[src/spll_regs.svh]
`ifndef SPLL_REGS_SVH
`define SPLL_REGS_SVH
// Register offsets
`define ADDR_PORT_CFG 13'h0000
`define ADDR_SWALLOW 13'h0004
`define ADDR_MAIN_HI 13'h0005
`define ADDR_MAIN_LO 13'h0006
`define ADDR_REF_LOSS 13'h0007
`define ADDR_PUMP 13'h0008
// Port configuration fields
`define CFG_LONG_BIT 4
`define CFG_SRST_BIT 5
`define CFG_LSB_BIT 6
`define CFG_BIDIR_BIT 7
// Reset values
`define CFG_RESET 8'h00
`define SWALLOW_RESET 8'h00
`define MAIN_HI_RESET 8'h00
`define MAIN_LO_RESET 8'h00
`define REF_LOSS_RESET 8'h00
`define PUMP_RESET 8'h00
// Field masks
`define SWALLOW_MASK 8'h3F
`define MAIN_HI_MASK 8'h1F
`define REF_LOSS_MASK 8'h64
`define PUMP_MASK 8'h03
`define REF_LOSS_EN_BIT 2
// Phase detector cycle counts for the loss detect delay
`define DLY_CODE0 5'h03
`define DLY_CODE1 5'h06
`define DLY_CODE2 5'h0C
`define DLY_CODE3 5'h18
// Instruction lengths in bits
`define INSTR_SHORT 5'h08
`define INSTR_LONG 5'h10
`endif

[src/spll_pkg.sv]
package spll_pkg;
    typedef enum logic [1:0] {
        PUMP_TRISTATE,
        PUMP_UP,
        PUMP_DOWN,
        PUMP_NORMAL
    } pump_mode_type;
    typedef struct packed {
        logic [5:0] swallow;
        logic [12:0] main_count;
        logic ref_loss_en;
        logic [1:0] ref_loss_delay;
        pump_mode_type pump;
    } pll_cfg_type;
    typedef struct packed {
        logic bidir;
        logic lsb_first;
        logic long_instr;
    } port_cfg_type;
endpackage

[src/spll_ctrl.sv]
`timescale 1ns/1ps
`default_nettype none
`include "spll_regs.svh"
// Behaviour
// Port config writes apply without update strobe
// Bit 4 selects long instruction phase
// Bit 5 soft reset restores other registers
// Soft reset bit clears itself afterwards
// Bit 6 selects LSB-first order everywhere
// Bit 7 tri-states serial out pin
// Swallow count in bits 5:0, address 4
// Main count split across addresses 5, 6
// Address 7 bit 2 enables loss detect
// Delay 3/6/12/24 phase detector cycles after lock
// Address 8 bits 1:0 set pump mode
module spll_ctrl (
    input wire logic i_sys_clk,
    input wire logic i_resetn,
    input wire logic i_wr_stb,
    input wire logic [12:0] i_wr_addr,
    input wire logic [7:0] i_wr_data,
    input wire logic [12:0] i_rd_addr,
    input wire logic i_pd_clk,
    input wire logic i_lock,
    input wire logic i_sdo_req,
    input wire logic i_sdo_bit,
    output logic [7:0] o_rd_data,
    output logic [4:0] o_instr_len,
    output logic o_lsb_first,
    output logic o_serial_out_pin,
    output logic o_serial_out_pin_oe,
    output logic o_sdio_out,
    output logic o_sdio_oe,
    output spll_pkg::pll_cfg_type o_pll_cfg,
    output logic o_ref_loss_detect_en,
    output logic o_soft_rst_busy
);
    logic [7:0] cfg_r;
    logic [7:0] swallow_r;
    logic [7:0] main_hi_r;
    logic [7:0] main_lo_r;
    logic [7:0] ref_loss_r;
    logic [7:0] pump_r;
    logic srst_r;
    logic [7:0] rd_nxt;
    logic pd_rise;
    logic lock_sync;
    logic lock_seen_r;
    logic [4:0] dly_cnt_r;
    logic [4:0] dly_target;
    logic det_en_r;
    spll_pkg::port_cfg_type port_r;

    // Phase detector clock and lock arrive from outside this domain
    edge_sync u_pd_sync (
        .i_sys_clk(i_sys_clk),
        .i_resetn(i_resetn),
        .i_async(i_pd_clk),
        .o_level(),
        .o_rise(pd_rise),
        .o_fall()
    );
    edge_sync u_lock_sync (
        .i_sys_clk(i_sys_clk),
        .i_resetn(i_resetn),
        .i_async(i_lock),
        .o_level(lock_sync),
        .o_rise(),
        .o_fall()
    );

    // Port configuration register, applied at once on write
    always_ff @(posedge i_sys_clk or negedge i_resetn) begin
        if (!i_resetn) begin
            cfg_r <= `CFG_RESET;
        end else if (i_wr_stb && i_wr_addr == `ADDR_PORT_CFG) begin
            cfg_r <= {i_wr_data[7:4], 4'h0};
        end else if (srst_r) begin
            cfg_r[`CFG_SRST_BIT] <= 1'b0;
        end
    end

    // Port config holds only its used bits and keeps all but the reset bit through soft reset
    cfg_low_a: assert property (@(posedge i_sys_clk) disable iff (!i_resetn)
        cfg_r[3:0] == 4'h0)
        else $error("port config unused bits set");
    cfg_keep_a: assert property (@(posedge i_sys_clk) disable iff (!i_resetn)
        (srst_r && !(i_wr_stb && i_wr_addr == `ADDR_PORT_CFG))
        |=> (cfg_r[7:6] == $past(cfg_r[7:6]) && cfg_r[4] == $past(cfg_r[4])))
        else $error("soft reset changed port config");

    // Soft reset pulse follows a write of the reset bit
    always_ff @(posedge i_sys_clk or negedge i_resetn) begin
        if (!i_resetn) begin
            srst_r <= 1'b0;
        end else begin
            srst_r <= cfg_r[`CFG_SRST_BIT] & ~srst_r;
        end
    end

    // Soft reset starts on the bit and lasts one cycle
    srst_start_a: assert property (@(posedge i_sys_clk) disable iff (!i_resetn)
        (cfg_r[`CFG_SRST_BIT] && !srst_r) |=> srst_r)
        else $error("soft reset did not start");
    srst_pulse_a: assert property (@(posedge i_sys_clk) disable iff (!i_resetn)
        srst_r |=> !srst_r)
        else $error("soft reset pulse too long");

    // PLL settings, restored by soft reset
    always_ff @(posedge i_sys_clk or negedge i_resetn) begin
        if (!i_resetn) begin
            swallow_r <= `SWALLOW_RESET;
            main_hi_r <= `MAIN_HI_RESET;
            main_lo_r <= `MAIN_LO_RESET;
            ref_loss_r <= `REF_LOSS_RESET;
            pump_r <= `PUMP_RESET;
        end else if (srst_r) begin
            swallow_r <= `SWALLOW_RESET;
            main_hi_r <= `MAIN_HI_RESET;
            main_lo_r <= `MAIN_LO_RESET;
            ref_loss_r <= `REF_LOSS_RESET;
            pump_r <= `PUMP_RESET;
        end else if (i_wr_stb) begin
            unique case (i_wr_addr)
                `ADDR_SWALLOW: begin
                    swallow_r <= i_wr_data & `SWALLOW_MASK;
                end
                `ADDR_MAIN_HI: begin
                    main_hi_r <= i_wr_data & `MAIN_HI_MASK;
                end
                `ADDR_MAIN_LO: begin
                    main_lo_r <= i_wr_data;
                end
                `ADDR_REF_LOSS: begin
                    ref_loss_r <= i_wr_data & `REF_LOSS_MASK;
                end
                `ADDR_PUMP: begin
                    pump_r <= i_wr_data & `PUMP_MASK;
                end
                default: begin
                end
            endcase
        end
    end

    // Field masks, restore and write capture of the PLL settings
    srst_rest_a: assert property (@(posedge i_sys_clk) disable iff (!i_resetn)
        srst_r |=> (main_hi_r == 8'h00 && ref_loss_r == 8'h00))
        else $error("soft reset left count or loss settings");
    pump_hi_a: assert property (@(posedge i_sys_clk) disable iff (!i_resetn)
        pump_r[7:2] == 6'h00)
        else $error("pump mode unused bits set");
    loss_unused_a: assert property (@(posedge i_sys_clk) disable iff (!i_resetn)
        (ref_loss_r & ~`REF_LOSS_MASK) == 8'h00)
        else $error("loss control unused bits set");
    swallow_wr_a: assert property (@(posedge i_sys_clk) disable iff (!i_resetn)
        (i_wr_stb && i_wr_addr == `ADDR_SWALLOW && !srst_r)
        |=> (swallow_r[5:0] == $past(i_wr_data[5:0])))
        else $error("swallow count write lost");
    main_lo_a: assert property (@(posedge i_sys_clk) disable iff (!i_resetn)
        (i_wr_stb && i_wr_addr == `ADDR_MAIN_LO && !srst_r)
        |=> (main_lo_r == $past(i_wr_data)))
        else $error("main count low write lost");

    // Read mux, unused addresses and bits read zero
    always_comb begin
        unique case (i_rd_addr)
            `ADDR_PORT_CFG: rd_nxt = cfg_r;
            `ADDR_SWALLOW: rd_nxt = swallow_r;
            `ADDR_MAIN_HI: rd_nxt = main_hi_r;
            `ADDR_MAIN_LO: rd_nxt = main_lo_r;
            `ADDR_REF_LOSS: rd_nxt = ref_loss_r;
            `ADDR_PUMP: rd_nxt = pump_r;
            default: rd_nxt = 8'h00;
        endcase
    end

    always_ff @(posedge i_sys_clk or negedge i_resetn) begin
        if (!i_resetn) begin
            o_rd_data <= 8'h00;
        end else begin
            o_rd_data <= rd_nxt;
        end
    end

    // Delay target in phase detector cycles
    always_comb begin
        unique case (ref_loss_r[6:5])
            2'b00: dly_target = `DLY_CODE0;
            2'b01: dly_target = `DLY_CODE1;
            2'b10: dly_target = `DLY_CODE2;
            2'b11: dly_target = `DLY_CODE3;
        endcase
    end

    // Loss detect armed after lock plus the chosen phase detector cycles
    always_ff @(posedge i_sys_clk or negedge i_resetn) begin
        if (!i_resetn) begin
            lock_seen_r <= 1'b0;
            dly_cnt_r <= 5'h00;
            det_en_r <= 1'b0;
        end else if (!ref_loss_r[`REF_LOSS_EN_BIT] || srst_r) begin
            lock_seen_r <= 1'b0;
            dly_cnt_r <= 5'h00;
            det_en_r <= 1'b0;
        end else if (!lock_seen_r) begin
            lock_seen_r <= lock_sync;
        end else if (!det_en_r && pd_rise) begin
            if (dly_cnt_r + 5'h01 >= dly_target) begin
                det_en_r <= 1'b1;
            end
            dly_cnt_r <= dly_cnt_r + 5'h01;
        end
    end

    // Loss detect only after lock, and it stays armed while enabled
    det_lock_a: assert property (@(posedge i_sys_clk) disable iff (!i_resetn)
        det_en_r |-> lock_seen_r)
        else $error("loss detect armed before lock");
    det_hold_a: assert property (@(posedge i_sys_clk) disable iff (!i_resetn)
        (det_en_r && ref_loss_r[`REF_LOSS_EN_BIT] && !srst_r) |=> det_en_r)
        else $error("loss detect dropped while enabled");

    // Port mode outputs and pin drive
    always_ff @(posedge i_sys_clk or negedge i_resetn) begin
        if (!i_resetn) begin
            port_r <= '0;
            o_serial_out_pin <= 1'b0;
            o_serial_out_pin_oe <= 1'b0;
            o_sdio_out <= 1'b0;
            o_sdio_oe <= 1'b0;
        end else begin
            port_r.bidir <= cfg_r[`CFG_BIDIR_BIT];
            port_r.lsb_first <= cfg_r[`CFG_LSB_BIT];
            port_r.long_instr <= cfg_r[`CFG_LONG_BIT];
            o_serial_out_pin <= i_sdo_bit;
            o_serial_out_pin_oe <= i_sdo_req & ~cfg_r[`CFG_BIDIR_BIT];
            o_sdio_out <= i_sdo_bit;
            o_sdio_oe <= i_sdo_req & cfg_r[`CFG_BIDIR_BIT];
        end
    end

    // Only one data output drives, chosen by the bidirectional bit
    oe_excl_a: assert property (@(posedge i_sys_clk) disable iff (!i_resetn)
        !(o_serial_out_pin_oe && o_sdio_oe))
        else $error("both data outputs enabled");
    bidir_sdo_a: assert property (@(posedge i_sys_clk) disable iff (!i_resetn)
        port_r.bidir |-> !o_serial_out_pin_oe)
        else $error("serial out enabled in bidirectional mode");
    sdio_on_a: assert property (@(posedge i_sys_clk) disable iff (!i_resetn)
        ($past(cfg_r[`CFG_BIDIR_BIT]) && $past(i_sdo_req)) |-> o_sdio_oe)
        else $error("data pin not driven for read in bidirectional mode");

    // Registered configuration outputs
    always_ff @(posedge i_sys_clk or negedge i_resetn) begin
        if (!i_resetn) begin
            o_instr_len <= `INSTR_SHORT;
            o_lsb_first <= 1'b0;
            o_pll_cfg <= '0;
            o_ref_loss_detect_en <= 1'b0;
            o_soft_rst_busy <= 1'b0;
        end else begin
            o_instr_len <= port_r.long_instr ? `INSTR_LONG : `INSTR_SHORT;
            o_lsb_first <= port_r.lsb_first;
            o_pll_cfg.swallow <= swallow_r[5:0];
            o_pll_cfg.main_count <= {main_hi_r[4:0], main_lo_r};
            o_pll_cfg.ref_loss_en <= ref_loss_r[`REF_LOSS_EN_BIT];
            o_pll_cfg.ref_loss_delay <= ref_loss_r[6:5];
            o_pll_cfg.pump <= spll_pkg::pump_mode_type'(pump_r[1:0]);
            o_ref_loss_detect_en <= det_en_r;
            o_soft_rst_busy <= srst_r;
        end
    end

    // Outputs follow their registers one edge later
    busy_out_a: assert property (@(posedge i_sys_clk) disable iff (!i_resetn)
        srst_r |=> o_soft_rst_busy)
        else $error("soft reset busy not shown");
    pump_out_a: assert property (@(posedge i_sys_clk) disable iff (!i_resetn)
        o_pll_cfg.pump == $past(pump_r[1:0]))
        else $error("pump mode output wrong");
    main_out_a: assert property (@(posedge i_sys_clk) disable iff (!i_resetn)
        (o_pll_cfg.main_count[12:8] == $past(main_hi_r[4:0])
        && o_pll_cfg.main_count[7:0] == $past(main_lo_r)))
        else $error("main count output wrong");
    lsb_out_a: assert property (@(posedge i_sys_clk) disable iff (!i_resetn)
        o_lsb_first == $past(port_r.lsb_first))
        else $error("bit order output wrong");
    ilen_short_a: assert property (@(posedge i_sys_clk) disable iff (!i_resetn)
        !$past(port_r.long_instr) |-> (o_instr_len == `INSTR_SHORT))
        else $error("short instruction length wrong");

    // Checks
    cfg_now_a: assert property (@(posedge i_sys_clk) disable iff (!i_resetn)
        (i_wr_stb && i_wr_addr == `ADDR_PORT_CFG) |=> (cfg_r[7:6] == $past(i_wr_data[7:6])))
        else $error("port config write not applied");
    srst_clr_a: assert property (@(posedge i_sys_clk) disable iff (!i_resetn)
        (srst_r && !i_wr_stb) |=> !cfg_r[`CFG_SRST_BIT])
        else $error("soft reset bit did not clear");
    srst_def_a: assert property (@(posedge i_sys_clk) disable iff (!i_resetn)
        srst_r |=> (swallow_r == 8'h00 && pump_r == 8'h00 && main_lo_r == 8'h00))
        else $error("soft reset did not restore");
    swallow_hi_a: assert property (@(posedge i_sys_clk) disable iff (!i_resetn)
        swallow_r[7:6] == 2'b00)
        else $error("swallow upper bits set");
    main_hi_a: assert property (@(posedge i_sys_clk) disable iff (!i_resetn)
        main_hi_r[7:5] == 3'b000)
        else $error("main count high unused bits set");
    det_off_a: assert property (@(posedge i_sys_clk) disable iff (!i_resetn)
        !ref_loss_r[`REF_LOSS_EN_BIT] |=> !det_en_r)
        else $error("loss detect armed while disabled");
    det_cnt_a: assert property (@(posedge i_sys_clk) disable iff (!i_resetn)
        $rose(det_en_r) |-> (dly_cnt_r == dly_target))
        else $error("loss detect armed at wrong count");
    sdo_tri_a: assert property (@(posedge i_sys_clk) disable iff (!i_resetn)
        $past(cfg_r[`CFG_BIDIR_BIT]) |-> !o_serial_out_pin_oe)
        else $error("serial out driven in bidirectional mode");
    ilen_a: assert property (@(posedge i_sys_clk) disable iff (!i_resetn)
        $past(port_r.long_instr) |-> (o_instr_len == `INSTR_LONG))
        else $error("instruction length wrong");
endmodule
`default_nettype wire

[src/edge_sync.sv]
`timescale 1ns/1ps
`default_nettype none
// Two-stage synchroniser with rise and fall detection on the second stage
module edge_sync (
    input wire logic i_sys_clk,
    input wire logic i_resetn,
    input wire logic i_async,
    output logic o_level,
    output logic o_rise,
    output logic o_fall
);
    logic meta_r;
    logic sync_r;
    logic prev_r;

    // Synchroniser chain
    always_ff @(posedge i_sys_clk or negedge i_resetn) begin
        if (!i_resetn) begin
            meta_r <= 1'b0;
            sync_r <= 1'b0;
            prev_r <= 1'b0;
        end else begin
            meta_r <= i_async;
            sync_r <= meta_r;
            prev_r <= sync_r;
        end
    end

    // Edge outputs from stable stages only
    assign o_level = sync_r;
    assign o_rise = sync_r & ~prev_r;
    assign o_fall = ~sync_r & prev_r;
endmodule
`default_nettype wire

[config.mk]
export PLATFORM = sky130hd
export DESIGN_NAME = spll_ctrl
export DESIGN_NICKNAME = d
export VERILOG_FILES = /design/src/spll_pkg.sv /design/src/spll_ctrl.sv /design/src/edge_sync.sv
export VERILOG_INCLUDE_DIRS = /design/src
export SDC_FILE = /design/constraint.sdc
export NUM_CORES = 1
export LEC_CHECK = 0
export ABC_CLOCK_PERIOD_IN_PS = 2200
export CORE_MARGIN = 4
export CORE_UTILIZATION = 62
export CTS_BUF_LIST = sky130_fd_sc_hd__clkbuf_16
export CTS_CLUSTER_DIAMETER = 100
export DETAILED_ROUTE_END_ITERATION = 12
export DONT_BUFFER_PORTS = 1
export PLACE_DENSITY = 0.75
export SKIP_LAST_GASP = 1
export SLEW_MARGIN = 25
export SYNTH_ARGS = -nofsm -noshare
export SYNTH_HDL_FRONTEND = slang
export SYNTH_SLANG_ARGS = --single-unit
[constraint.sdc]
create_clock -name i_sys_clk -period 2.2 [get_ports i_sys_clk]
set_clock_uncertainty 0.05 [all_clocks]
set_input_delay 0.66 -clock i_sys_clk [delete_from_list [all_inputs] [get_ports i_sys_clk]]
set_output_delay 0.66 -clock i_sys_clk [all_outputs]
set_load 0.01 [all_outputs]
Yosys cells after proc, flatten, opt, wreduce, memory -nomap -nowiden. Index checks and enable logic that the tools add are counted. Widths: inputs -> output; s select.

$add $sub $neg: 1. $lt $le $gt $ge: 1. Equal/unequal tests: 13. Multiplexer cells: 29. Bitwise gates (word level): 7. Reductions and logical operators: 25.

Operators with widths (count): $mux 8 (15); $eq 13x3->1 const B (8); $pmux 8 s6 (1); $eq 13x4->1 const B (2); $logic_not 13->1 (2); $mux 5 (4); $pmux 5 s4 (1); $reduce_bool 2->1 (10); $reduce_and 2->1 (6); $mux 1 (8); $add 5x1->5 const B (1); $ge 5x5->1 (1); $and 1x1->1 (4); $eq 2x2->1 const B (2); $not 1->1 (3); $reduce_and 3->1 (1); $eq 2x1->1 const B (1); $logic_and 1x1->1 (2); $logic_not 1->1 (2); $logic_not 2->1 (1); $logic_or 1x1->1 (1).

Bits in registers: 102. Bits of input ports: 41. Logic and storage cells: 107.

Longest topological paths before layout. Gate-level depths: netlist of the first run.

Depth after elaboration: 7. Gate-level depth with buffers: 7. Mapped depth without buffers: 7.

Hierarchy. A second synthesis of the first run with hierarchy kept.

Cells, all modules: 261. Area total of the unflattened synthesis: 3433.3 µm².

By module, submodules not included: spll_ctrl (instances 1, cells each 251, area an instance 3253.1 µm², sequential area each 1953.1 µm²); edge_sync (instances 2, cells each 5, area an instance 90.1 µm², sequential area each 75.1 µm²).

Worst setup path before layout of the first run. Ideal clock, no wire load.

Kind: input to register. From: in i_rd_addr[8]. To: reg o_rd_data[0]. Data arrival time: 1764 ps. Slack: 319 ps. Stages on the path: 4. Buffers on the path: 0. Cell sequence: nor4_1 > nand3_1 > nor4_2 > a221o_1.

Longest elaborated chain between the ends: 2. Elaborated cells between the ends (all ways): 7. Those cells by class: 5 x eq/ne; 1 x mux; 1 x reduce/logical.

Ends and longest elaborated chain: from (decl) (line spll_ctrl.sv:22) `input wire logic [12:0] i_rd_addr,`; $eq 13x4->1, or another cell as far along (line spll_ctrl.sv:167) `unique case (i_rd_addr)`; $pmux 8 s6 * (line spll_ctrl.sv:167); named net rd_nxt[0] (line spll_ctrl.sv:45) `logic [7:0] rd_nxt;`; to (signal assigned) (line spll_ctrl.sv:182) `o_rd_data <= rd_nxt;`; to (decl) (line spll_ctrl.sv:27) `output logic [7:0] o_rd_data,`.

The timed path passes the listed nets; every way through them passes the cells marked *. A chain may end at the register's enable or synchronous reset.

Worst setup path after layout of the first run.
From: in i_rd_addr[8]. To: reg o_rd_data[3].

The elaborated chain is that of the path after synthesis.

==> results of run 1 <==
[layer usage]
layer	vias up	global-route usage, %
li1	893	-
met4	0	8.615
met5	-	0
met2	80	34.98
met1	1006	29.10
met3	12	7.539
[state kept, by name (all words and copies together) (netlist names), 2 cells and up]
signal and count:
o_pll_cfg 24, port_r 2, ref_loss_r 3, cfg_r 4
o_rd_data 8, dly_cnt_r 5, main_hi_r 5, swallow_r 6
main_lo_r 8, pump_r 2, o_instr_len 2
[through the flow]
| stage | hold WS [ns] | utilization [%] | total power [W] | setup slack (ns) |
|---|---|---|---|---|
| after global placement | 0.2821 | 66.04 | 0.001601 | 0.1422 |
| final | -0.02810 | 72.69 | 0.003256 | 0.2509 |
| after floorplan | 0.2812 | - | 0.001605 | 0.3193 |
| after global routing | -0.04813 | 72.69 | 0.003365 | 0.1473 |
| after CTS | -0.03149 | 72.69 | 0.003270 | 0.2988 |
| after detailed placement | 0.2847 | 66.04 | 0.001602 | 0.03673 |
[cell type report]
cell class              instances  area share (%)
clock inverters                 7           3.115
multi-input cells             152           30.58
flip-flops and latches         83           55.63
repair buffers                  7           1.407
clock buffers                   9           6.028
well taps                      70           2.344
inverters                       9          0.9042
[logic make-up after synthesis]
logic type / Yosys count / share of synthesized area [%]
other cells: 1 / 0.1137
buf+inv: 19 / 2.617
fa+ha+maj: 10 / 3.792
compound gates: 14 / 3.299
mux: 34 / 10.85
xor+xnor: 7 / 1.858
simple gates: 84 / 14.49
flops: 83 / 62.99
[report_power, final]
group          internal, W  switching (W)
registers          0.00154     0.00000742
logic            0.0000148      0.0000165
clock network      0.00111       0.000575
[how the worst max path moves through the flow]
| stage | start | end | slack, ns | depth (start not counted) |
|---|---|---|---|---|
| global placement | i_rd_addr[8] | o_rd_data[3]$_DFF_PN0_ | 0.14 | 4 |
| floorplan | i_rd_addr[8] | o_rd_data[0]$_DFF_PN0_ | 0.32 | 4 |
| CTS | i_rd_addr[8] | o_rd_data[3]$_DFF_PN0_ | 0.30 | 4 |
| finish | i_rd_addr[8] | o_rd_data[3]$_DFF_PN0_ | 0.25 | 4 |
| detailed placement | i_rd_addr[8] | o_rd_data[3]$_DFF_PN0_ | 0.04 | 4 |
| global route | i_rd_addr[8] | o_rd_data[3]$_DFF_PN0_ | 0.15 | 4 |
[Yosys cell counts (all sizes together), types with 2 or more instances]
cell type,number
nand4,7
nor4,6
nand2b,4
nor2b,6
nor4bb,3
nand2,5
a21oi,2
buf,4
dfrtp,82
inv,9
nand3,5
a221o,3
clkbuf,6
xor2,4
nor3,2
mux2i,29
nor4b,2
a31oi,2
mux2,4
a22oi,2
nor2,37
ha,10
xnor2,3
[layout by cell type (no fill, tap or decap), drive strengths merged, types with 2 or more instances in the layout]
cell and n:
nor2 37, nand2 5, a21oi 2, buf 7, nor4 6, nor4b 2
xnor2 3, mux2 4, a22oi 2, inv 9, a31oi 2, xor2 4
bufinv 3, nor4bb 3, mux2i 29, nand3 5, nand2b 4, a221o 3
nand4 7, nor2b 6, dfrtp 82, conb 3, nor3 2, ha 10
clkinv 4, clkbuf 9
[what timing repair did]
| item | CTS | global route |
|---|---|---|
| hold endpoints to repair | 82 | 82 |
| setup endpoints to repair | 0 | 0 |
| buffers inserted | 0 | 0 |
==> results.sh, run 1 <==
export IMPL_ff_latch_area_mm2=0.002078
export IMPL_final_max_slew_violation_count=0
export IMPL_clockRootBuffer="clkbuf_16"
export IMPL_synth_async_sr_flop_share_pct=100.0
export IMPL_grt_pass1_wl_mm=10.63
export IMPL_clk_latency_ns=0.33
export IMPL_cts_resized=0
export IMPL_antenna_found_initial=0
export IMPL_yosysWarnings=0
export IMPL_syn_area_mm2=0.003299
export IMPL_netlist_top_cells_area="dfrtp_1, mux2i_1, nor2_1"
export IMPL_final_setup_tns_ns=0
export IMPL_met1Wirelength_mm=2.686
export IMPL_synth_cell_types=41
export IMPL_dieArea_mm2=0.006553
export IMPL_track_usage_pct=22.38
export IMPL_worstSetupStartpointType="primary input"
export IMPL_synth_main_ff_cell="dfrtp_1"
export IMPL_drcViolationCount=0
export IMPL_dp_cells=321
export IMPL_powerDensity_mw_per_mm2=871.5
export IMPL_violations="hold timing"
export IMPL_num_rows=26
export IMPL_vias_per_cell=5.908
export IMPL_critPathMaxStageDelay_ns=0.55
export IMPL_setup_viol=0
export IMPL_met3_length_um=547
export IMPL_grt_pass1_vias=2040
export IMPL_gp_congestion=0.7848
export IMPL_path_buf_inv=0
export IMPL_stdcell_count=337
export IMPL_crit_chain="nor4_1 -> nand3_1 -> or3_1 -> a31oi_1"
export IMPL_slew_limit_headroom_pct=56.82
export IMPL_hold_path_class="primary input to asynchronous set/reset pin"
export IMPL_place_area_mm2=0.003395
export IMPL_initialDrtViolationCount=126
export IMPL_reg2reg_from="ref_loss_r[5]$_DFFE_PN0P_"
export IMPL_drive_gt1_share_pct=12.36
export IMPL_stdcell_area_mm2=0.003736
export IMPL_synth_enable_flop_cells=0
export IMPL_p_leak_nw=1.984
export IMPL_core_mm2=0.005140
export IMPL_initial_core_util_pct=64.19
export IMPL_finalHoldViolations=82
export IMPL_cts_buffer_depth=2
export IMPL_max_cap_viol_count=0
export IMPL_cp_arrival_ns=2.14
export IMPL_synth_top_area_share_pct=62.19
export IMPL_htreeDepth=3
export IMPL_dr_wl_met2_mm=3.302
export IMPL_grt_overflow=0
export IMPL_numCtsBuffers=9
export IMPL_critical_path_class="primary input to flip-flop"
export IMPL_dieWidth_um=80.95
export IMPL_grt_max_degree=84
export IMPL_die_h_um=80.95
export IMPL_whs_ns=-0.02810
export IMPL_reg2reg_slack_ns=0.39
export IMPL_num_vias=1991
export IMPL_num_antenna_cells=0
export IMPL_ys_ff_latch=83
export IMPL_cts_sinks=83
export IMPL_syn_avg_cell_area_um2=13.09
export IMPL_cp_top_family="simple AND/OR/NAND/NOR gates"
export IMPL_cp_required_ns=2.39
export IMPL_path_clk_slew_ns=0.06
export IMPL_timing_final_crit_share_pct=88.60
export IMPL_cp_end_kind="flip-flop"
export IMPL_tritoncts="done"
export IMPL_rsz0062_at_grt="no"
export IMPL_routed_top_layer="met4"
export IMPL_cpMaxStageDelayCell="nor4_1"
export IMPL_portBuffers=0
export IMPL_multi_input_area_mm2=0.001142
export IMPL_syn_inst=252
export IMPL_r2r_cells=7
export IMPL_cp_max_fo=5
export IMPL_vdd_drop_max_mv=0.5249
export IMPL_post_drt_wl_per_cell_um=19.82
export IMPL_drt_first_pass_iters=4
export IMPL_period_needed_ns=1.949
export IMPL_wirelength_mm=6.678
export IMPL_nFillCells=357
export IMPL_status="finished, violations left"
export IMPL_yosysTopAreaCell="dfrtp_1"
export IMPL_postRouteAntennaNets=0
export IMPL_yosysSeqAreaShare_pct=62.99
export IMPL_max_freq_mhz=513.0
export IMPL_hpwl_mm=4.489
export IMPL_area_delta_synth_final_pct=13.23
export IMPL_num_io_pins=85
export IMPL_r2r_end="det_en_r$_DFFE_PN0P_"
export IMPL_worst_pin_slew_ns=0.6477
export IMPL_final_nets=313
Note: power is estimated with default switching activity, not from simulation.
==> run 2: changes to the inputs <==
--- a/config.mk
+++ b/config.mk
@@ -14,6 +14,7 @@
 export DETAILED_ROUTE_END_ITERATION = 12
 export DONT_BUFFER_PORTS = 1
 export PLACE_DENSITY = 0.75
+export REMOVE_ABC_BUFFERS = 1
 export SKIP_LAST_GASP = 1
 export SLEW_MARGIN = 25
 export SYNTH_ARGS = -nofsm -noshare
==> run 2 against run 1 <==
- the run still ends with hold timing left
- power down 3.2%
- routed wire length up 2.1%
- worst setup slack better by 0.069 ns
- via count about the same
- worst hold slack worse by 0.00088 ns
- count of clock-buffer cells in the layout unchanged
- global-route usage up 1.3 points
- register-to-register slack worse by 0.07 ns
- critical endpoint is now det_en_r$_DFFE_PN0P_
- largest power group unchanged
==> results.sh, run 2 (synthesis gave the netlist of run 1 again) <==
export IMPL_clk_latency_ns=0.33
export IMPL_final_common_cell="dfrtp_1"
export IMPL_worst_pin_slew_ns=0.5037
export IMPL_postRouteAntennaNets=0
export IMPL_p_leak_nw=1.964
export IMPL_grt_max_degree=84
export IMPL_core_mm2=0.005140
export IMPL_final_max_slew_violation_count=0
export IMPL_initialDrtViolationCount=136
export IMPL_initial_core_util_pct=64.19
export IMPL_whs_ns=-0.02897
export IMPL_crit_chain="inv_1 -> ha_1 -> ha_1 -> nand2b_1 -> a21oi_1 -> o21ai_0 -> a41o_1"
export IMPL_grt_pass1_wl_mm=11.12
export IMPL_finalHoldViolations=82
export IMPL_grt_pass1_vias=2075
export IMPL_post_drt_wl_per_cell_um=20.23
export IMPL_violations="hold timing"
export IMPL_max_cap_viol_count=0
export IMPL_hpwl_mm=4.764
export IMPL_vias_per_cell=5.905
export IMPL_dieWidth_um=80.95
export IMPL_final_setup_tns_ns=0
export IMPL_area_delta_synth_final_pct=12.48
export IMPL_cpMaxStageDelayCell="dfrtp_1"
export IMPL_cts_setup_buffers=0
export IMPL_numCtsBuffers=9
export IMPL_wirelength_mm=6.817
export IMPL_htreeDepth=3
export IMPL_worstSetupStartpointType="flip-flop"
export IMPL_max_freq_mhz=531.9
export IMPL_hold_path_class="primary input to asynchronous set/reset pin"
export IMPL_track_usage_pct=23.64
export IMPL_final_nets=313
export IMPL_critPathMaxStageDelay_ns=0.44
export IMPL_drive_gt1_share_pct=11.99
export IMPL_cp_top_family="adder cells"
export IMPL_die_h_um=80.95
export IMPL_powerDensity_mw_per_mm2=849.1
export IMPL_num_rows=26
export IMPL_largest_reg_flops=24
export IMPL_cts_resized=0
export IMPL_worst_path_most_repeated_cell="ha_1"
export IMPL_drcViolationCount=0
export IMPL_timing_final_crit_share_pct=85.45
export IMPL_cp_end_kind="flip-flop"
export IMPL_grt_overflow=0
export IMPL_gp_congestion=0.7610
export IMPL_cp_arrival_ns=2.05
export IMPL_vdd_drop_max_mv=0.5859
export IMPL_top_regs="o_pll_cfg x24, main_lo_r x8, o_rd_data x8"
export IMPL_cp_max_fo=6
export IMPL_setup_viol=0
export IMPL_tritoncts="done"
export IMPL_slew_limit_headroom_pct=66.11
export IMPL_cts_sinks=83
export IMPL_status="finished, violations left"
export IMPL_num_antenna_cells=0
export IMPL_dieArea_mm2=0.006553
export IMPL_cts_buffer_depth=2
export IMPL_top_register="o_pll_cfg"
export IMPL_cp_required_ns=2.37
export IMPL_rsz0062_at_grt="no"
export IMPL_path_buf_inv=1
export IMPL_period_needed_ns=1.880
export IMPL_path_clk_slew_ns=0.06
export IMPL_clockRootBuffer="clkbuf_16"
export IMPL_critical_path_class="flip-flop to flip-flop"
export IMPL_final_cell_mix="dfrtp_1, nor2_1, mux2i_1, ha_1"
export IMPL_num_io_pins=85
export IMPL_num_vias=1990
export IMPL_finalPower_w=0.003151
export IMPL_drt_first_pass_iters=4
export IMPL_finish_utilization_pct=72.20
export IMPL_nFillCells=376
export IMPL_antenna_found_initial=0
export IMPL_portBuffers=0
-- run 2: cell type report --
cell class | count | area (µm²) | share of cell area [%]
tap | 70 | 87.58 | 2.360
multi-input combinational | 152 | 1142 | 30.78
inverter | 9 | 33.78 | 0.9103
clock inverter | 7 | 91.34 | 2.461
sequential | 83 | 2078 | 56.00
clock buffer | 9 | 225.2 | 6.069
timing repair buffer | 7 | 52.55 | 1.416
-- run 2: layer usage --
metal	vias up	wire length, µm	global-route usage, %
li1	896	-	-
met4	0	142	10.30
met5	-	0	0
met1	1005	2753	29.27
met2	76	3494	38.75
met3	13	427	6.874
-- run 2: final timing paths --
kind / cells past startpoint / to / startpoint / slack [ns]
setup / recovery: 7 / det_en_r$_DFFE_PN0P_ / ref_loss_r[5]$_DFFE_PN0P_ / 0.32
min in group i_sys_clk: 0 / u_pd_sync.meta_r$_DFF_PN0_ / i_pd_clk / 0.30
hold / removal: 0 / port_r[0]$_DFF_PN0_ / i_resetn / -0.03
hold reg to reg: 0 / o_lsb_first$_DFF_PN0_ / port_r[1]$_DFF_PN0_ / 0.30
max in group asynchronous: 0 / o_instr_len[3]$_DFF_PN1_ / i_resetn / 1.96
setup reg to reg: 7 / det_en_r$_DFFE_PN0P_ / ref_loss_r[5]$_DFFE_PN0P_ / 0.32
-- run 2: stage by stage --
step	cell area [µm²]	setup slack [ns]	std cells
final	3711	0.3201	337
after global routing	3711	0.1645	337
after CTS	3711	0.3103	337
after detailed placement	3395	0.1077	321
after global placement	3395	0.1919	321
after floorplan	3254	0.3193	244
-- run 2: where the power goes --
| part | internal (W) | switching [W] | total (W) |
|---|---|---|---|
| combinational | 0.0000148 | 0.0000164 | 0.0000313 |
| sequential | 0.00154 | 0.00000749 | 0.00154 |
| clock | 0.000989 | 0.000586 | 0.00158 |
